<file path="src/dp_host_pkg.sv">
// constants and carriers for the dual-port memory port controller
package dp_host_pkg;

  // ----------------------------------------------------------------
  // register offsets
  // ----------------------------------------------------------------
  localparam logic [7:0] CTRL_OFS = 8'h00;
  localparam logic [7:0] ADDR_OFS = 8'h04;
  localparam logic [7:0] WDATA_OFS = 8'h08;
  localparam logic [7:0] RDATA_OFS = 8'h0C;
  localparam logic [7:0] STATUS_OFS = 8'h10;
  localparam logic [7:0] CFG_OFS = 8'h14;

  // ----------------------------------------------------------------
  // field positions
  // ----------------------------------------------------------------
  localparam int CTRL_GO_BIT = 0;
  localparam int CTRL_WRITE_BIT = 1;
  localparam int CTRL_SEM_BIT = 2;
  localparam int ST_BUSY_BIT = 0;
  localparam int ST_DONE_BIT = 1;
  localparam int ST_CONF_SEEN_BIT = 2;
  localparam int ST_CONF_NOW_BIT = 3;
  localparam int CFG_SLAVE_BIT = 0;
  localparam int CFG_INHIBIT_BIT = 1;

  // ----------------------------------------------------------------
  // reset values and widths
  // ----------------------------------------------------------------
  localparam int ADDR_W = 14;
  localparam int DATA_W = 16;
  localparam int SEM_ADDR_W = 3;
  localparam int CASCADE_N = 2;
  localparam int SYNC_STAGES = 2;
  localparam logic [ADDR_W-1:0] ADDR_RST = 14'h0000;
  localparam logic [DATA_W-1:0] DATA_RST = 16'h0000;
  localparam logic [1:0] CFG_RST = 2'h0;

  // ----------------------------------------------------------------
  // timing: figures in ns, counts in pclk cycles
  // ----------------------------------------------------------------
  localparam int CLK_NS = 5;
  localparam int SETTLE_NS = 45;
  localparam int WPULSE_NS = 40;
  localparam int WHOLD_NS = 25;
  localparam int RACCESS_NS = 55;
  localparam int SETTLE_CYC = (SETTLE_NS + CLK_NS - 1) / CLK_NS
                              + SYNC_STAGES;
  localparam int WPULSE_CYC = (WPULSE_NS + CLK_NS - 1) / CLK_NS;
  localparam int WHOLD_CYC = (WHOLD_NS + CLK_NS - 1) / CLK_NS;
  localparam int RACCESS_CYC = (RACCESS_NS + CLK_NS - 1) / CLK_NS
                               + SYNC_STAGES;
  localparam int CNT_W = 5;

  // ----------------------------------------------------------------
  // sequencer states
  // ----------------------------------------------------------------
  typedef enum logic [5:0] {
    ST_IDLE = 6'h01,
    ST_SETUP = 6'h02,
    ST_ARB = 6'h04,
    ST_STROBE = 6'h08,
    ST_HOLD = 6'h10,
    ST_READ = 6'h20
  } seq_state_t;

  // ----------------------------------------------------------------
  // pin carriers
  // ----------------------------------------------------------------
  typedef struct packed {
    logic [ADDR_W-1:0] addr;
    logic port_select_n;
    logic semaphore_select_n;
    logic rw_n;
    logic oe_n;
    logic [DATA_W-1:0] data_o;
    logic data_oe;
    logic master_select;
    logic port_conflict_flag_o;
    logic port_conflict_flag_oe;
  } dp_pins_out_t;

  typedef struct packed {
    logic [DATA_W-1:0] data_i;
    logic [CASCADE_N-1:0] port_conflict_flag_i;
  } dp_pins_in_t;

endpackage : dp_host_pkg

</file>
<file path="src/dp_port_ctrl.sv">
// apb-driven controller for one port of a dual-port memory with semaphores
// How it works
// - hold address and select until the flag settles, then strobe write
// - slave mode: drive conflict input high, or low to block writes
// - only one master per width-expanded array; others are slaves
// - depth cascade: conflict indications are anded per port
// - semaphore access: memory select high, semaphore select low
//
// The register addresses and the APB slave port are this design's own decisions.
`timescale 1ns/1ps
module dp_port_ctrl
  import dp_host_pkg::*;
(
  // clock and reset
  input wire logic pclk,
  input wire logic presetn,
  // apb slave
  input wire logic psel,
  input wire logic penable,
  input wire logic pwrite,
  input wire logic [7:0] paddr,
  input wire logic [31:0] pwdata,
  output logic [31:0] prdata,
  output logic pready,
  output logic pslverr,
  // memory port pins
  input wire dp_pins_in_t pins_in,
  output dp_pins_out_t pins_out
);

  // ----------------------------------------------------------------
  // pin synchronisers
  // ----------------------------------------------------------------
  dp_pins_in_t pins_s;

  dp_sync #(
    .WIDTH($bits(dp_pins_in_t))
  ) u_sync (
    .pclk(pclk),
    .presetn(presetn),
    .d(pins_in),
    .q(pins_s)
  );

  wire logic conflict_low = ~(&pins_s.port_conflict_flag_i);

  // ----------------------------------------------------------------
  // register state
  // ----------------------------------------------------------------
  logic [ADDR_W-1:0] addr_r;
  logic [DATA_W-1:0] wdata_r;
  logic [DATA_W-1:0] rdata_r;
  logic [1:0] cfg_r;
  logic op_write_r;
  logic op_sem_r;
  logic done_r;
  logic conf_seen_r;
  seq_state_t state_r;
  seq_state_t state_nxt;
  logic [CNT_W-1:0] cnt_r;
  logic [CNT_W-1:0] cnt_nxt;
  dp_pins_out_t pins_r;
  dp_pins_out_t pins_nxt;

  // ----------------------------------------------------------------
  // apb decode
  // ----------------------------------------------------------------
  function automatic logic hit(input logic [7:0] a, input logic [7:0] ofs);
    hit = (a == ofs);
  endfunction : hit

  wire logic setup_ph = psel & ~penable;
  wire logic wr_acc = psel & penable & pready & pwrite;
  wire logic mapped = hit(paddr, CTRL_OFS) | hit(paddr, ADDR_OFS) |
                      hit(paddr, WDATA_OFS) | hit(paddr, RDATA_OFS) |
                      hit(paddr, STATUS_OFS) | hit(paddr, CFG_OFS);
  wire logic busy = (state_r != ST_IDLE);
  // a start while busy is dropped; software polls busy first
  wire logic go = wr_acc & hit(paddr, CTRL_OFS) & pwdata[CTRL_GO_BIT] &
                  ~busy;
  wire logic wr_status = wr_acc & hit(paddr, STATUS_OFS);
  wire logic slave_mode = cfg_r[CFG_SLAVE_BIT];
  wire logic finish = (state_r == ST_HOLD || state_r == ST_READ) &&
                      (cnt_r == '0);
  wire logic conf_event = (state_r == ST_ARB) & conflict_low;

  wire logic [31:0] status_w = {28'h0000000, conflict_low, conf_seen_r,
                                done_r, busy};
  wire logic [31:0] rd_mux =
    hit(paddr, CTRL_OFS) ? {29'h0, op_sem_r, op_write_r, 1'b0} :
    hit(paddr, ADDR_OFS) ? {18'h0, addr_r} :
    hit(paddr, WDATA_OFS) ? {16'h0000, wdata_r} :
    hit(paddr, RDATA_OFS) ? {16'h0000, rdata_r} :
    hit(paddr, STATUS_OFS) ? status_w :
    hit(paddr, CFG_OFS) ? {30'h0, cfg_r} : 32'h00000000;

  // ----------------------------------------------------------------
  // apb response: zero wait states, registered
  // ----------------------------------------------------------------
  always_ff @(posedge pclk or negedge presetn) begin
    if (!presetn) begin
      pready <= 1'b0;
      pslverr <= 1'b0;
      prdata <= 32'h00000000;
    end else begin
      pready <= setup_ph;
      pslverr <= setup_ph & ~mapped;
      prdata <= setup_ph ? rd_mux : 32'h00000000;
    end
  end

  // ----------------------------------------------------------------
  // software registers
  // ----------------------------------------------------------------
  always_ff @(posedge pclk or negedge presetn) begin
    if (!presetn) begin
      addr_r <= ADDR_RST;
      wdata_r <= DATA_RST;
      cfg_r <= CFG_RST;
      op_write_r <= 1'b0;
      op_sem_r <= 1'b0;
    end else begin
      if (wr_acc && hit(paddr, ADDR_OFS)) begin
        addr_r <= pwdata[ADDR_W-1:0];
      end
      if (wr_acc && hit(paddr, WDATA_OFS)) begin
        wdata_r <= pwdata[DATA_W-1:0];
      end
      if (wr_acc && hit(paddr, CFG_OFS)) begin
        cfg_r <= pwdata[1:0];
      end
      if (go) begin
        op_write_r <= pwdata[CTRL_WRITE_BIT];
        op_sem_r <= pwdata[CTRL_SEM_BIT];
      end
    end
  end

  // sticky flags: a set in the clearing cycle wins
  always_ff @(posedge pclk or negedge presetn) begin
    if (!presetn) begin
      done_r <= 1'b0;
      conf_seen_r <= 1'b0;
    end else begin
      done_r <= finish | (done_r & ~(wr_status & pwdata[ST_DONE_BIT]));
      conf_seen_r <= conf_event |
                     (conf_seen_r & ~(wr_status & pwdata[ST_CONF_SEEN_BIT]));
    end
  end

  // ----------------------------------------------------------------
  // port sequencer
  // ----------------------------------------------------------------
  always_comb begin
    state_nxt = state_r;
    cnt_nxt = (cnt_r != '0) ? cnt_r - 1'b1 : cnt_r;
    pins_nxt = pins_r;
    pins_nxt.master_select = ~slave_mode;
    pins_nxt.port_conflict_flag_oe = slave_mode;
    pins_nxt.port_conflict_flag_o = ~cfg_r[CFG_INHIBIT_BIT];
    case (state_r)
      ST_IDLE: begin
        if (go) begin
          state_nxt = ST_SETUP;
          cnt_nxt = CNT_W'(SETTLE_CYC);
          pins_nxt.rw_n = 1'b1;
          pins_nxt.oe_n = 1'b1;
          if (pwdata[CTRL_SEM_BIT]) begin
            pins_nxt.addr = {{(ADDR_W-SEM_ADDR_W){1'b0}},
                             addr_r[SEM_ADDR_W-1:0]};
            pins_nxt.port_select_n = 1'b1;
            pins_nxt.semaphore_select_n = 1'b0;
            pins_nxt.data_o = {{(DATA_W-1){1'b0}}, wdata_r[0]};
          end else begin
            pins_nxt.addr = addr_r;
            pins_nxt.port_select_n = 1'b0;
            pins_nxt.semaphore_select_n = 1'b1;
            pins_nxt.data_o = wdata_r;
          end
          pins_nxt.data_oe = pwdata[CTRL_WRITE_BIT];
        end
      end
      ST_SETUP: begin
        // address and select held until the master flag has settled
        if (cnt_r == '0) begin
          if (op_write_r) begin
            state_nxt = ST_ARB;
          end else begin
            state_nxt = ST_READ;
            cnt_nxt = CNT_W'(RACCESS_CYC);
            pins_nxt.oe_n = 1'b0;
          end
        end
      end
      ST_ARB: begin
        // a master-mode memory write stalls while flagged; the other side's access ends it
        if (op_sem_r || slave_mode || !conflict_low) begin
          state_nxt = ST_STROBE;
          cnt_nxt = CNT_W'(WPULSE_CYC);
          pins_nxt.rw_n = 1'b0;
        end
      end
      ST_STROBE: begin
        if (cnt_r == '0) begin
          state_nxt = ST_HOLD;
          cnt_nxt = CNT_W'(WHOLD_CYC);
          pins_nxt.rw_n = 1'b1;
        end
      end
      ST_HOLD, ST_READ: begin
        // dropping select and oe frees the semaphore read latch
        if (cnt_r == '0) begin
          state_nxt = ST_IDLE;
          pins_nxt.port_select_n = 1'b1;
          pins_nxt.semaphore_select_n = 1'b1;
          pins_nxt.oe_n = 1'b1;
          pins_nxt.data_oe = 1'b0;
        end
      end
      default: begin
        state_nxt = ST_IDLE;
      end
    endcase
  end

  always_ff @(posedge pclk or negedge presetn) begin
    if (!presetn) begin
      state_r <= ST_IDLE;
      cnt_r <= '0;
      pins_r <= '{addr: ADDR_RST, port_select_n: 1'b1,
                  semaphore_select_n: 1'b1, rw_n: 1'b1, oe_n: 1'b1,
                  data_o: DATA_RST, data_oe: 1'b0, master_select: 1'b1,
                  port_conflict_flag_o: 1'b1,
                  port_conflict_flag_oe: 1'b0};
      rdata_r <= DATA_RST;
    end else begin
      state_r <= state_nxt;
      cnt_r <= cnt_nxt;
      pins_r <= pins_nxt;
      if (state_r == ST_READ && cnt_r == '0) begin
        rdata_r <= pins_s.data_i;
      end
    end
  end

  assign pins_out = pins_r;

endmodule : dp_port_ctrl

</file>
<file path="src/dp_sync.sv">
// two-stage synchroniser for a group of asynchronous pin inputs
`timescale 1ns/1ps
module dp_sync #(
  parameter int WIDTH = 1
) (
  // clock and reset
  input wire logic pclk,
  input wire logic presetn,
  // data
  input wire logic [WIDTH-1:0] d,
  output logic [WIDTH-1:0] q
);

  logic [WIDTH-1:0] meta_r;

  // first stage is read by the second stage only
  always_ff @(posedge pclk or negedge presetn) begin
    if (!presetn) begin
      meta_r <= '0;
      q <= '0;
    end else begin
      meta_r <= d;
      q <= meta_r;
    end
  end

endmodule : dp_sync

</file>
<file path="config.mk">
export PLATFORM = sky130hd
export DESIGN_NAME = dp_port_ctrl
export DESIGN_NICKNAME = d
export VERILOG_FILES = /design/src/dp_host_pkg.sv /design/src/dp_port_ctrl.sv /design/src/dp_sync.sv
export SDC_FILE = /design/constraint.sdc
export NUM_CORES = 1
export LEC_CHECK = 0
export ABC_CLOCK_PERIOD_IN_PS = 3450
export BUFFER_PORTS_ARGS = -buffer_cell sky130_fd_sc_hd__buf_4
export CAP_MARGIN = 20
export CORE_MARGIN = 3
export CORE_UTILIZATION = 54
export CTS_BUF_LIST = sky130_fd_sc_hd__clkbuf_8 sky130_fd_sc_hd__clkbuf_16
export CTS_CLUSTER_SIZE = 14
export DETAILED_ROUTE_END_ITERATION = 12
export GPL_TIMING_DRIVEN = 0
export PLACE_DENSITY = 0.76
export SETUP_SLACK_MARGIN = 0.1
export SYNTH_ARGS = -nofsm -noshare
export SYNTH_HDL_FRONTEND = slang
export SYNTH_HIERARCHICAL = 1
export SYNTH_SLANG_ARGS = --single-unit
</file>
<file path="constraint.sdc">
create_clock -name pclk -period 3.45 [get_ports pclk]
set_clock_uncertainty 0.15 [all_clocks]
set_input_delay 0.69 -clock pclk [delete_from_list [all_inputs] [get_ports pclk]]
set_output_delay 0.69 -clock pclk [all_outputs]
set_load 0.01 [all_outputs]
</file>
Word-level counts from Yosys, hierarchy flattened
Cells that the tools add are included.

word-level totals
  register bits after elaboration = 155
  latch bits = 0
  RAM bits = 0
  bits in read-only memories = 0
  input bits = 63
  output and inout bits = 72
  word-level logic and storage cells = 128
  memories kept = 0

operators by class
  add/subtract/negate cells = 1
  $mul = 0
  div/mod/pow operators = 0
  magnitude comparators = 0
  equal/unequal tests = 18
  shifts and indexed selects = 0
  muxes and demuxes = 34
  bitwise operators = 29
  reductions and logical operators = 21

operators by type and width
  operator              count
  $mux W16              7
  $mux W6               6
  $mux W5               6
  $pmux W6 S5           1
  $mux W21              1
  $pmux W5 S4           1
  $eq A8 B4 Y1 const B  2
  $eq A8 B5 Y1 const B  2
  $and A1 B1 Y1         14
  $ne A2 B2 Y1 const B  5
  $reduce_and A5 Y1     2
  $eq A8 B3 Y1 const B  1
  $logic_not A8 Y1      1
  $not A1 Y1            8
  $or A1 B1 Y1          7
  $eq A6 B1 Y1 const B  1
  $eq A6 B2 Y1 const B  1
  $eq A6 B3 Y1 const B  1
  $eq A6 B4 Y1 const B  1
  $eq A6 B5 Y1 const B  1
  $eq A6 B6 Y1 const B  1
  $ne A6 B1 Y1 const B  1
  $pmux W1 S3           2
  $reduce_bool A3 Y1    2
  other kinds (16)      28

Depth between registers and ports, before layout
Gate-level depths: netlist of run 1.

  depth after elaboration = 8
  gate-level depth with buffers = 7
  mapped depth without buffers = 6

Cells and area by module
Netlist of run 1, hierarchy kept.

modules (own cells, without submodules)
  module        instances  cells each  area each (sq um)  sequential area each (sq um)
  dp_port_ctrl  1          450         5504.0             2986.6
  dp_sync       1          36          900.9              900.9

Worst setup path after synthesis of run 1
No wires, ideal clock.

  path type = input -> register
  from = input port paddr[3]
  to = register pins_r, in the netlist pins_out[19]
  library setup time = 0.125 ns
  arrival time = 2.312 ns
  data required time = 3.175 ns
  slack = 0.863 ns
  stages = 7
  buffers on the path = 3
  cell sequence = clkbuf_1 > nor4_1 > nand2_1 > or3_4 > buf_6 > buf_6 > mux2_4

between the ends
  longest elaborated chain between the ends = 5

ends and longest elaborated chain
  item                         RTL line             source
  from (decl)                  dp_port_ctrl.sv:21   input wire logic [7:0] paddr,
  $logic_not A8 Y1             dp_port_ctrl.sv:69   hit = (a == ofs);
  $and A1 B1 Y1 (3 in series)  dp_port_ctrl.sv:79   wire logic go = wr_acc & hit(paddr, CTRL_OFS) & pwdata[CTRL_GO_BIT] &
  $reduce_and A2 Y1 (no line)  --
  to (signal assigned)         dp_port_ctrl.sv:230  pins_r <= '{addr: ADDR_RST, port_select_n: 1'b1,
  to (signal assigned)         dp_port_ctrl.sv:239  pins_r <= pins_nxt;
  to (decl)                    dp_port_ctrl.sv:62   dp_pins_out_t pins_r;

No other way between the ends.
A chain may end at the register's enable or synchronous reset.

Worst setup path in the final report of run 1
  from = register cnt_r[0]
  to = register rdata_r[5]

between the ends
  longest elaborated chain between the ends = 2

ends and longest elaborated chain
  item                    RTL line             source
  from (decl)             dp_port_ctrl.sv:60   logic [CNT_W-1:0] cnt_r;
  from (signal assigned)  dp_port_ctrl.sv:238  cnt_r <= cnt_nxt;
  $logic_not A5 Y1        dp_port_ctrl.sv:240  if (state_r == ST_READ && cnt_r == '0) begin
  $logic_and A1 B1 Y1     dp_port_ctrl.sv:240
  to (signal assigned)    dp_port_ctrl.sv:241  rdata_r <= pins_s.data_i;
  to (decl)               dp_port_ctrl.sv:52   logic [DATA_W-1:0] rdata_r;

No other way between the ends.

==> results summary, run 1 <==
Relative to the synthesized area, the layout overhead comes to 25.2%. The CTS clock-pin slew for the worst setup and hold paths is approximately 60 ps. sky130_fd_sc_hd__dfrtp_1 takes more of the synthesized area than any other cell. The remaining antenna violation count after routing came out at 0. The number of antenna violations at the first check in global routing is 0. For this configuration, the core starts out at a cell density of a little under three fifths. The total wire length came out at about 14 mm. The total overflow left after global routing is 0. Counting along the longest clock path gives a buffer depth of 2. The share of synthesized flip-flops with an asynchronous set or reset is between 90% and 100%.

The core area came out at 11500 µm². The post-detailed-route DRC marker count is 0. The via count is roughly 4200. The cell-internal power is between 0.003 and 0.004 W. TritonCTS built the clock tree.

CTS placed an instance of sky130_fd_sc_hd__clkbuf_16 at the clock tree root. The CTS H-tree depth is 4. STA classifies the critical path startpoint as a flop. The element type at the critical path end is a flop. Setup violations remaining at the end of the flow were counted as 0. Yosys instantiated no cell more often than sky130_fd_sc_hd__dfrtp_1. The startpoint-to-endpoint class of the critical path is reg -> reg. The fmax is between 300 and 400 MHz. The area of the mapped netlist is between 6000 and 7000 µm².

Of the total power, combinational logic draws between 7 and 8%. Setup total negative slack on the finished layout was measured at 0 ps. The clock drives about 160 sinks. The site row count came out at 39. Setup repair after global routing left no endpoint under its margin.

The run finished with clean final reports. The power density over the cells came out at slightly above 500 nW/µm². The portion of the post-synthesis area used by sequential elements came out at around three fifths. The net switching power figure is roughly 0.00095 W. For this run, the number of Yosys warnings is 6.

The worst path meets setup with just under 500 ps of slack. The worst pin sits at a relative slew slack of 29.3%. The vertical die dimension came out at 115 µm. The sum of net half-perimeters after detailed placement came out at around 10 mm. The net count of the finished layout came out at approximately 700. The die outline width came out at roughly 110 µm.

The clock latency on the worst-skew pair is 420 ps. Synthesis handed over a netlist of approximately 490 instances. The floorplan step defined a die boundary enclosing between 10000 and 15000 µm².

The part of the power in the clock network came out at between 40% and 50%. The routability-driven placement congestion ratio came out at 0.849. The number of search-and-repair iterations in the first detailed-routing pass came out at 4. The worst hold path belongs to the class in -> async. The max-capacitance violation count is 0. In the post-synthesis netlist, the biggest area contributors are sky130_fd_sc_hd__dfrtp_1 58%, sky130_fd_sc_hd__mux2_2 12%, sky130_fd_sc_hd__nor2b_1 3.1%. After synthesis, the largest area contributor takes up between 50 and 60% of total cell area. The count of flip-flops with a built-in enable after synthesis is 0. The average cell area after synthesis came out at 13.2 µm². The maximum fanout encountered on the critical timing path came out at 10. The highest ir drop seen on vdd came out at roughly 0.00043 V. The critical path required time came out at around 3600 ps. The number of buffers created by CTS came out at 17. The final-report hold violation count is 0.

The shortest clock period the worst path allows after layout is ~3000 ps. The via count of the first global-routing pass came out at 4285. The worst setup slack before clock tree synthesis is approximately 100 ps. Dividing the detail-routed wire length by the instance count gives ~18 µm. The number of synthesized register bits is about 160. The switching portion of total power came out at a little under a quarter. The number of buffers inserted to repair setup after CTS is 0. During I/O placement, the number of pins put on the boundary was 135. The number of design-rule violations left by the first detailed-router iteration came out at around 280. The slew of the pin with the lowest slew margin came out at around 1100 ps. The total global-route track usage came out at 22.8%. The pin count of the biggest net entering global routing is 87. The share of layout cells above drive strength 1 came out at around two fifths. The number of buffer cells added on primary ports came out at 98. The number of slew-limit violations in the final report came out at 0. The commonest cells after synthesis are 148 x sky130_fd_sc_hd__dfrtp_1, 71 x sky130_fd_sc_hd__mux2_2, 34 x sky130_fd_sc_hd__nor2_1. The number of inserted diodes is 0.

The static leakage is approximately 4.1 nW. In the synthesized netlist the dominant register cell turns out to be sky130_fd_sc_hd__dfrtp_1. The share of power burned in registers came out at 47.0%. The final period utilization is a little under nine tenths. The arrival time of data at the critical path endpoint is roughly 3100 ps. In the routed layout, each cell is associated on average with a via count of 5.39. The netlist uses between 50 and 60 different library cells. The final hold slack is between 100 and 150 ps. The global-route wire length before repair is 22.5 mm.
final timing paths:
path | start | endpoint | slack, ps | cells after the start
worst min-delay path | presetn | pins_out[34] | 120 | 1
worst min register to register | u_sync/meta_r[5] | u_sync/q[5] | 200 | 0
max in group asynchronous | presetn | pins_out[2] | 2190 | 2
worst max register to register | cnt_r[0] | rdata_r[5] | 480 | 6
worst max-delay path | cnt_r[0] | rdata_r[5] | 480 | 6
min in group pclk | u_sync/meta_r[5] | u_sync/q[5] | 200 | 0
logic make-up (layout without fill, tap and decap cells):
kind of cell | Yosys count | count (layout) | share of synthesized area, %
simple gates | 123 | 123 | 10.5
buf+inv | 49 | 182 | 4.36
mux | 98 | 98 | 17.7
fa+ha+maj | 1 | 1 | 0.195
flops | 155 | 155 | 60.7
xor+xnor | 5 | 5 | 0.684
compound gates | 54 | 54 | 5.82
other cells | 1 | 16 | 0.0585
power by group through the flow:
stage | registers, W | logic [W] | clock network [W]
2_1_floorplan | 0.00193 | 0.000178 | 0
3_3_place_gp | 0.00194 | 0.000289 | 0
3_5_place_dp | 0.00194 | 0.000304 | 0
4_1_cts | 0.00191 | 0.000308 | 0.00188
5_1_grt | 0.00192 | 0.000338 | 0.00196
6_report | 0.00191 | 0.000305 | 0.00185
cell type report:
| cell class | count | area, µm² |
|---|---|---|
| Clock buffer | 19 | 453 |
| Tap cell | 143 | 179 |
| Inverter | 10 | 37.5 |
| Fill cell | 830 | 3500 |
| Timing Repair Buffer | 101 | 776 |
| Sequential cell | 155 | 3890 |
| Multi-Input combinational cell | 297 | 2300 |
| Clock inverter | 13 | 144 |
| Buffer | 39 | 241 |
critical path, stage by stage (launching register included):
cell	delay, ps
sky130_fd_sc_hd__dfrtp_1	420
sky130_fd_sc_hd__inv_1	70
sky130_fd_sc_hd__ha_1	210
sky130_fd_sc_hd__nor4b_2	620
sky130_fd_sc_hd__nand4_1	580
sky130_fd_sc_hd__clkbuf_1	410
sky130_fd_sc_hd__mux2_2	360
registers in the layout (all words and copies together) (netlist names), 6 cells and up:
| register | cells |
|---|---|
| wdata_r | 16 |
| rdata_r | 16 |
| u_sync/meta_r | 18 |
| state_r | 6 |
| u_sync/q | 18 |
| addr_r | 14 |
| pins_out | 38 |
| prdata | 16 |
metrics by stage:
stage / utilization [%] / area (µm²) / total power (W) / instances
floorplan: - / 6460 / 0.00211 / 501
global placement: 64.0 / 7380 / 0.00223 / 742
detailed placement: 64.4 / 7410 / 0.00225 / 744
CTS: 69.6 / 8010 / 0.00410 / 776
global route: 69.6 / 8020 / 0.00421 / 777
finish: 69.6 / 8020 / 0.00407 / 777
layer usage:
metal | up-vias | track usage, % | wire length (µm) | part of all wire (%)
li1 | 1945 | - | - | -
met1 | 2110 | 30.5 | 6360 | 44
met2 | 113 | 36.2 | 6980 | 49
met3 | 20 | 5.58 | 707 | 4.9
met4 | 0 | 9.15 | 274 | 1.9
met5 | - | 0 | 0 | 0
timing repair:
item | 4_1_cts | 5_1_grt
hold buffers | 0 | 0
endpoints found under the setup margin | 10 | 0
gates resized for setup | 1 | 0
placed cells by master (no fill, tap or decap), types with 5 or more instances in the layout:
master,n
sky130_fd_sc_hd__nand2_1,12
sky130_fd_sc_hd__o21ai_0,8
sky130_fd_sc_hd__a21oi_1,14
sky130_fd_sc_hd__nor3_1,7
sky130_fd_sc_hd__inv_1,11
sky130_fd_sc_hd__clkbuf_16,17
sky130_fd_sc_hd__buf_6,5
sky130_fd_sc_hd__conb_1,16
sky130_fd_sc_hd__dfrtp_1,148
sky130_fd_sc_hd__clkbuf_1,16
sky130_fd_sc_hd__nand3_1,9
sky130_fd_sc_hd__mux2i_1,14
sky130_fd_sc_hd__nor2_1,34
sky130_fd_sc_hd__nor2b_1,32
sky130_fd_sc_hd__dfstp_2,7
sky130_fd_sc_hd__buf_4,114
sky130_fd_sc_hd__mux2_4,13
sky130_fd_sc_hd__mux2_2,71
Power figures use the tool's default switching activity.
==> run 2, diff against run 1 <==
--- a/config.mk
+++ b/config.mk
@@ -5,17 +5,20 @@
 export SDC_FILE = /design/constraint.sdc
 export NUM_CORES = 1
 export LEC_CHECK = 0
-export ABC_CLOCK_PERIOD_IN_PS = 3450
+export ABC_CLOCK_PERIOD_IN_PS = 3500
 export BUFFER_PORTS_ARGS = -buffer_cell sky130_fd_sc_hd__buf_4
 export CAP_MARGIN = 20
+export CELL_PAD_IN_SITES_DETAIL_PLACEMENT = 1
+export CELL_PAD_IN_SITES_GLOBAL_PLACEMENT = 1
 export CORE_MARGIN = 3
-export CORE_UTILIZATION = 54
+export CORE_UTILIZATION = 47
 export CTS_BUF_LIST = sky130_fd_sc_hd__clkbuf_8 sky130_fd_sc_hd__clkbuf_16
 export CTS_CLUSTER_SIZE = 14
 export DETAILED_ROUTE_END_ITERATION = 12
 export GPL_TIMING_DRIVEN = 0
-export PLACE_DENSITY = 0.76
+export PLACE_DENSITY = 0.82
 export SETUP_SLACK_MARGIN = 0.1
+export SKIP_CTS_REPAIR_TIMING = 1
 export SYNTH_ARGS = -nofsm -noshare
 export SYNTH_HDL_FRONTEND = slang
 export SYNTH_HIERARCHICAL = 1
==> constraint.sdc (replaced) <==
create_clock -name pclk -period 3.5 [get_ports pclk]
set_clock_uncertainty 0.15 [all_clocks]
set_input_delay 0.7 -clock pclk [delete_from_list [all_inputs] [get_ports pclk]]
set_output_delay 0.7 -clock pclk [all_outputs]
set_load 0.01 [all_outputs]
==> run 2 against run 1 <==
Effect of this change: hold slack worse by 22 ps; die area is 14% higher; worst setup slack better by 5.6 ps; final area is 0.47% higher; via count is 2.8% higher; routed wire length is 20% higher; register-to-register slack hardly changed; combinational power is 3% higher; sequential share of layout area is 0.23 points lower; largest power group unchanged; critical path type unchanged; clock power is 2% lower; count of clock-buffer cells in the layout is 2 lower.
==> results summary, run 2 (same netlist as run 1, synthesis figures left out) <==
The number of flip-flops under the largest register name came out at 38 (unchanged). The setup slack on the worst flop-to-flop path is 490 ps (about the same). The library cells used most frequently in the layout, excluding fill and tap cells, are 148 x sky130_fd_sc_hd__dfrtp_1, 114 x sky130_fd_sc_hd__buf_4, 71 x sky130_fd_sc_hd__mux2_2. The shortest clock period the worst path allows after layout came out at 3010 ps (+44.4 ps). The worst hold path class is in -> async. The area growth from synthesis to layout is 25.8%.

Clock tree synthesis selected as its root buffer the cell sky130_fd_sc_hd__clkbuf_16. The element type at the critical path end is a flop. The startpoint-to-endpoint class of the critical path is reg -> reg. The leading cell type in the layout, fill and taps excluded is sky130_fd_sc_hd__dfrtp_1. The CTS H-tree depth was 4 (unchanged).

The pin count of the biggest net entering global routing came to 99 (+14%). The number of inserted diodes came out at 0 (unchanged). The maximum fanout encountered on the critical timing path came to 10 (unchanged). The clock latency on the worst-skew pair came to 430 ps (about the same). The signal on the critical path passes through inv_1 > ha_1 > nor4b_1 > clkdlybuf4s18_2 > nand4_1 > clkbuf_1 > mux2_2. The global-route wire length before repair came to 26.8 mm (+19%). The max-capacitance violation count came out at 0 (unchanged). The number of antenna violations at the first check in global routing is 1 (+1).

The vertical die dimension is 123 µm (+6.8%). The via density per instance came out at 5.31 (-1.5%). The post-layout instance area was 8060 µm² (+0.47%). On the critical path, the stage with the largest delay is an instance of sky130_fd_sc_hd__nand4_1. The CTS clock-pin slew for the worst setup and hold paths came out at 70 ps (about the same). The overflow left after global routing is 0 (unchanged).

The total wire length came out at 17.2 mm (+20%). Setup repair after global routing left no endpoint under its margin. The per-cell routed wire length is 21.2 µm (+15%). The die outline width was 123 µm (+6.8%). The critical path required time is 3660 ps (+60 ps). The sum of net half-perimeters after detailed placement came out at 12.1 mm (+21%). The area of the die came to 15100 µm² (+14%). The maximum root-to-sink buffer count is 2 (unchanged). The post-route worst setup slack is 486 ps (+5.57 ps). The slew of the pin with the lowest slew margin is 1060 ps (+13.0 ps). The worst setup slack before clock tree synthesis came out at 343 ps (+243 ps).

The fmax came out at 332 MHz (-1.5%). The site row count is 42 (+7.7%). TritonCTS built the clock tree. The number of sinks handled by clock tree synthesis is 155 (unchanged).

The static leakage came out at 4.11 nW (+0.14%). The via count came to 4306 (+2.8%). The final period utilization was 86.1% (about the same). The share of layout cells above drive strength 1 is 40.0% (+0.095 points). The power density over the cells was 498 nW/µm² (-1.9%). The relative slew slack came to 28.4% (-0.88 points). The final hold slack came out at 94.1 ps (-22.5 ps). The largest incremental delay on the critical path is 490 ps (-130 ps). The total global-route track usage was 24.0% (+1.2 points). The count of final setup violators came to 0 (unchanged). The cell area after placement is 7460 µm² (+0.69%). The boundary pin count is 135 (unchanged).

The number of slew-limit violations in the final report was 0 (unchanged). The via count of the first global-routing pass is 4838 (+13%). The number of buffer cells added on primary ports came out at 98 (unchanged). The number of design-rule violations left by the first detailed-router iteration came out at 259 (-7.2%).

The flow ran to the end, and the final reports show no timing, DRC or antenna violations. The post-detailed-route DRC marker count came out at 0 (unchanged). The core area came to 13300 µm² (+15%). The effective utilization at floorplan came out at 48.2% (-7.4 points). The number of search-and-repair iterations in the first detailed-routing pass is 5 (+1). The remaining antenna violation count after routing was 0 (unchanged). The number of buffers created by CTS came out at 17 (unchanged). The worst setup path is launched from a flop.

The arrival time of data at the critical path endpoint came to 3180 ps (+60 ps). The net count of the finished layout is 686 (+0.15%). The highest ir drop seen on vdd is 0.000371 V (-14%).

The final-report hold violation count is 0 (unchanged). The routability-driven placement congestion ratio came to 0.831 (-2.2%). The aggregate negative setup slack is 0 ps (unchanged).
-- run 2: cell types whose count changed in the layout (fill, tap and decap cells not counted) --
cell / delta
sky130_fd_sc_hd__clkinv_4: -3
sky130_fd_sc_hd__inv_6: +5
sky130_fd_sc_hd__clkinvlp_4: -3
sky130_fd_sc_hd__nor4b_1: +1
sky130_fd_sc_hd__inv_8: +4
sky130_fd_sc_hd__inv_1: -1
sky130_fd_sc_hd__clkinv_2: -1
sky130_fd_sc_hd__clkdlybuf4s18_2: +1
sky130_fd_sc_hd__bufinv_16: -2
sky130_fd_sc_hd__clkbuf_8: -2
sky130_fd_sc_hd__clkinv_8: +3
sky130_fd_sc_hd__nor4b_2: -1
-- run 2: critical path: cells and delay by family, from the launching register on --
| kind | cells | cell delay [ps] |
|---|---|---|
| buffers and inverters | 3 | 860 |
| DFF | 1 | 420 |
| adders and majority gates | 1 | 210 |
| and+or+nand+nor | 2 | 880 |
| muxes | 1 | 370 |
-- run 2: stage by stage --
step	util [%]	cells	total power, W
floorplan	-	501	0.00208
global placement	55.8	775	0.00220
detailed placement	56.1	778	0.00223
CTS	60.6	810	0.00404
global route	60.6	811	0.00417
finish	60.6	811	0.00401
-- run 2: final cells by class --
class / count / area, µm²
clock inverters: 15 / 164
clock buffers: 17 / 425
inverters: 10 / 37.5
well taps: 176 / 220
multi-input cells: 297 / 2290
flip-flops and latches: 155 / 3890
repair buffers: 102 / 786
fillers: 1323 / 5240
plain buffers: 39 / 241
-- run 2: layer usage --
| metal | wire length [µm] | track usage, % |
|---|---|---|
| met2 | 9030 | 41.5 |
| met3 | 600 | 4.65 |
| met4 | 409 | 9.59 |
| met1 | 7150 | 29.5 |
| met5 | 14 | 0 |
-- run 2: final timing paths --
path | startpoint | end | cells after the start
max | cnt_r[0] | rdata_r[10] | 7
min | presetn | pins_out[33] | 1
max reg2reg | cnt_r[0] | rdata_r[10] | 7
min reg2reg | u_sync/meta_r[8] | u_sync/q[8] | 0
max in group asynchronous | presetn | u_sync/meta_r[0] | 2
min in group pclk | u_sync/meta_r[8] | u_sync/q[8] | 0
-- run 2: power breakdown --
group          internal (W)  switching, W  leakage [nW]
Combinational      0.000142      0.000171          1.77
Sequential          0.00184     0.0000379          2.04
Clock              0.000961      0.000853         0.290
==> run 3, diff against run 2 <==
--- a/config.mk
+++ b/config.mk
@@ -5,18 +5,19 @@
 export SDC_FILE = /design/constraint.sdc
 export NUM_CORES = 1
 export LEC_CHECK = 0
+export ABC_AREA = 1
 export ABC_CLOCK_PERIOD_IN_PS = 3500
 export BUFFER_PORTS_ARGS = -buffer_cell sky130_fd_sc_hd__buf_4
 export CAP_MARGIN = 20
 export CELL_PAD_IN_SITES_DETAIL_PLACEMENT = 1
 export CELL_PAD_IN_SITES_GLOBAL_PLACEMENT = 1
 export CORE_MARGIN = 3
-export CORE_UTILIZATION = 47
+export CORE_UTILIZATION = 44
 export CTS_BUF_LIST = sky130_fd_sc_hd__clkbuf_8 sky130_fd_sc_hd__clkbuf_16
 export CTS_CLUSTER_SIZE = 14
 export DETAILED_ROUTE_END_ITERATION = 12
 export GPL_TIMING_DRIVEN = 0
-export PLACE_DENSITY = 0.82
+export PLACE_DENSITY = 0.81
 export SETUP_SLACK_MARGIN = 0.1
 export SKIP_CTS_REPAIR_TIMING = 1
 export SYNTH_ARGS = -nofsm -noshare
==> run 3 against run 2 <==
Effect of this change: sequential cell count unchanged; combinational power grew 11%; first-iteration DRC count increased by 16%; hold slack got worse by 12 ps; sequential power hardly changed; final area is 0.81% higher; critical endpoint is now prdata[12].
==> results summary, run 3 <==
The power after layout was 0.00417 W (+4.1%). The arrival time of data at the critical path endpoint came out at 2290 ps (-890 ps). The number of filler instances in the final layout came out at 1627 (+23%). The area of the mapped netlist came out at 6420 µm² (+0.20%).

The per-cell routed wire length is 18.2 µm (-14%). The effective utilization at floorplan came out at 45.5% (-2.6 points). The worst setup path is captured at a flop.

The highest ir drop seen on vdd is 0.000382 V (+2.8%). The via count of the first global-routing pass came out at 5765 (+19%). The global-route wire length before repair came to 30.2 mm (+13%). The sum of net half-perimeters after detailed placement came out at 13.2 mm (+9.4%). The slew of the pin with the lowest slew margin is 643 ps (-420 ps). The final period utilization is 60.8% (-25 points). The total global-route track usage is 24.3% (+0.34 points). The via count is 5255 (+22%).

The setup slack on the worst flop-to-flop path came out at 1430 ps (+940 ps). In the layout the commonest cells are 163 x sky130_fd_sc_hd__nand2_1, 148 x sky130_fd_sc_hd__dfrtp_1, 117 x sky130_fd_sc_hd__buf_4. The remaining antenna violation count after routing came to 0 (unchanged). The share of Yosys cell area claimed by the top area cell type came out at 57.7% (-0.11 points).

In this run the critical register-to-register path is launched from cnt_r[0]. The routability-driven placement congestion ratio came out at 0.813 (-2.1%). In this run the worst setup path begins at paddr[0]. The via density per instance is 5.09 (-4.1%).

The critical path required time came out at 3660 ps (about the same). The number of antenna violations at the first check in global routing came out at 0 (-1). The critical path is of the in -> reg type. The min-delay analysis places its worst path in the category in -> async. The synthesized instance count came out at 702 (+44%).

The cell sitting at the root of the clock tree is a sky130_fd_sc_hd__clkbuf_16. The routed length on met2 is 9.83 mm (+8.9%). The highest routing layer actually used is met4. The share of layout cells above drive strength 1 is 23.1% (-17 points).

The shortest clock period the worst path allows after layout is 2130 ps (-887 ps). In the synthesized netlist the dominant register cell turns out to be sky130_fd_sc_hd__dfrtp_1. The final-report hold violation count is 0 (unchanged).

The number of synthesized register bits is 155 (unchanged). The portion of the post-synthesis area used by sequential elements is 60.6% (-0.12 points). The relative slew slack came out at 57.1% (+29 points). The CTS tree is yes. The count of final setup violators came to 0 (unchanged).

The net count of the finished layout is 903 (+32%). The post-detailed-route DRC marker count is 0 (unchanged). The average cell area after synthesis is 9.14 µm² (-31%). Leaving out fill and tap cells, the most frequent cell in the layout is sky130_fd_sc_hd__nand2_1. The worst register-to-register path ends at rdata_r[7]. The number of design-rule violations left by the first detailed-router iteration is 301 (+16%). The max-capacitance violation count came out at 0 (unchanged).

The vertical die dimension is 127 µm (+3.3%). The maximum fanout encountered on the critical timing path was 10 (unchanged). The count of warnings emitted by yosys came out at 6 (unchanged). The pin count of the biggest net entering global routing came out at 100 (+1.0%).

The met1 layer wirelength in the final routing came out at 7.73 mm (+8.1%). The core area came out at 14100 µm² (+6.0%). The CTS clock-pin slew for the worst setup and hold paths came out at 60 ps (about the same). The overflow left after global routing is 0 (unchanged). The most frequent cell after synthesis is sky130_fd_sc_hd__nand2_1. The site row count was 43 (+2.4%). The run finished with clean final reports. The boundary pin count came to 135 (unchanged). Yosys attributes the largest share of cell area to sky130_fd_sc_hd__dfrtp_1 58%, sky130_fd_sc_hd__nand2_1 9.5%, sky130_fd_sc_hd__inv_1 6.1%.

The power density over the cells is 514 nW/µm² (+3.3%). The die outline width came out at 127 µm (+3.3%). The fmax is 470 MHz (+42%). The number of inserted diodes was 0 (unchanged). The count of cells along the worst register-to-register path is 8 (+1). The share of synthesized flip-flops with an asynchronous set or reset is 100% (unchanged). The aggregate negative setup slack is 0 ps (unchanged). The static leakage came out at 4.14 nW (+0.76%).

The number of buffers created by CTS is 17 (unchanged). The number of sinks handled by clock tree synthesis is 155 (unchanged). The number of slew-limit violations in the final report came out at 0 (unchanged).

The total wire length came out at 18.8 mm (+9.2%). The number of flip-flops under the largest register name is 38 (unchanged). The cell accounting for the most synthesized area is sky130_fd_sc_hd__dfrtp_1. The area of the die came out at 16100 µm² (+6.7%). The CTS H-tree depth came out at 4 (unchanged). The count of flip-flops with a built-in enable after synthesis is 0 (unchanged). By count the netlist is led by 163 x sky130_fd_sc_hd__nand2_1, 148 x sky130_fd_sc_hd__dfrtp_1, 105 x sky130_fd_sc_hd__inv_1. Setup repair after global routing left no endpoint under its margin.

The number of buffer cells added on primary ports came to 102 (+4.1%). The number of search-and-repair iterations in the first detailed-routing pass is 5 (unchanged). The count of different cell masters after synthesis came out at 36 (-37%). The worst setup path is launched from an input port.

The maximum root-to-sink buffer count was 2 (unchanged). The relative area change from synthesis to final layout is 26.6%. The clock latency on the worst-skew pair is 430 ps (about the same). The total met3 wirelength after detailed routing is 809 µm (+35%).
[run 3: power breakdown]
group	switching (W)	leakage (nW)	internal, W
combinational	0.000210	1.80	0.000137
sequential	0.0000352	2.04	0.00185
clock	0.000785	0.300	0.00116
[run 3: kinds of logic after synthesis]
logic type	Yosys count	share of synthesized area [%]
other	1	0.0584
XOR/XNOR	2	0.273
adder cells (fa/ha/maj)	1	0.195
flip-flops	155	60.6
AO/OA/AOI/OAI	121	9.53
AND/OR/NAND/NOR	277	19.6
buffers and inverters	145	9.81
[run 3: cell type report]
type	instances	area, µm²	share of cell area (%)
Inverter	110	415	5.11
Buffer	35	214	2.63
Clock buffer	18	439	5.41
Clock inverter	14	186	2.30
Sequential cell	155	3890	47.9
Multi-Input combinational cell	417	1960	24.1
Timing Repair Buffer	103	797	9.81
Tap cell	180	225	2.77
[run 3: how the worst max path moves through the flow]
stage,to,depth (start not counted)
after global routing,rdata_r[7],8
after global placement,pins_out[37],1
after floorplan,addr_r[2],9
after CTS,rdata_r[7],8
after detailed placement,prdata[12],9
final,prdata[12],9
[run 3: metal layers]
metal | vias up | global-route usage [%]
met5 | - | 0
met4 | 0 | 8.39
met3 | 32 | 4.29
met2 | 142 | 43.4
met1 | 2643 | 29.7
li1 | 2438 | -
[run 3: stage by stage]
step | setup slack, ps | hold slack, ps | utilization, % | instance area [µm²] | std cells
after global routing | 1240 | 106 | 57.6 | 8120 | 1032
after detailed placement | 1050 | 186 | 53.2 | 7500 | 1000
final | 1370 | 81.7 | 57.6 | 8120 | 1032
after global placement | 867 | 182 | 53.0 | 7460 | 999
after floorplan | 1640 | 181 | - | 6470 | 717
after CTS | 1390 | 86.3 | 57.6 | 8120 | 1032
[run 3: worst max-delay path, cell delays in order]
cell and delay, ps:
sky130_fd_sc_hd__buf_4 90, sky130_fd_sc_hd__inv_1 30, sky130_fd_sc_hd__nand2_1 200, sky130_fd_sc_hd__nor3_2 80, sky130_fd_sc_hd__nand2_1 190, sky130_fd_sc_hd__clkbuf_1 490, sky130_fd_sc_hd__o21ai_0 220, sky130_fd_sc_hd__o21ai_0 220
sky130_fd_sc_hd__inv_1 60
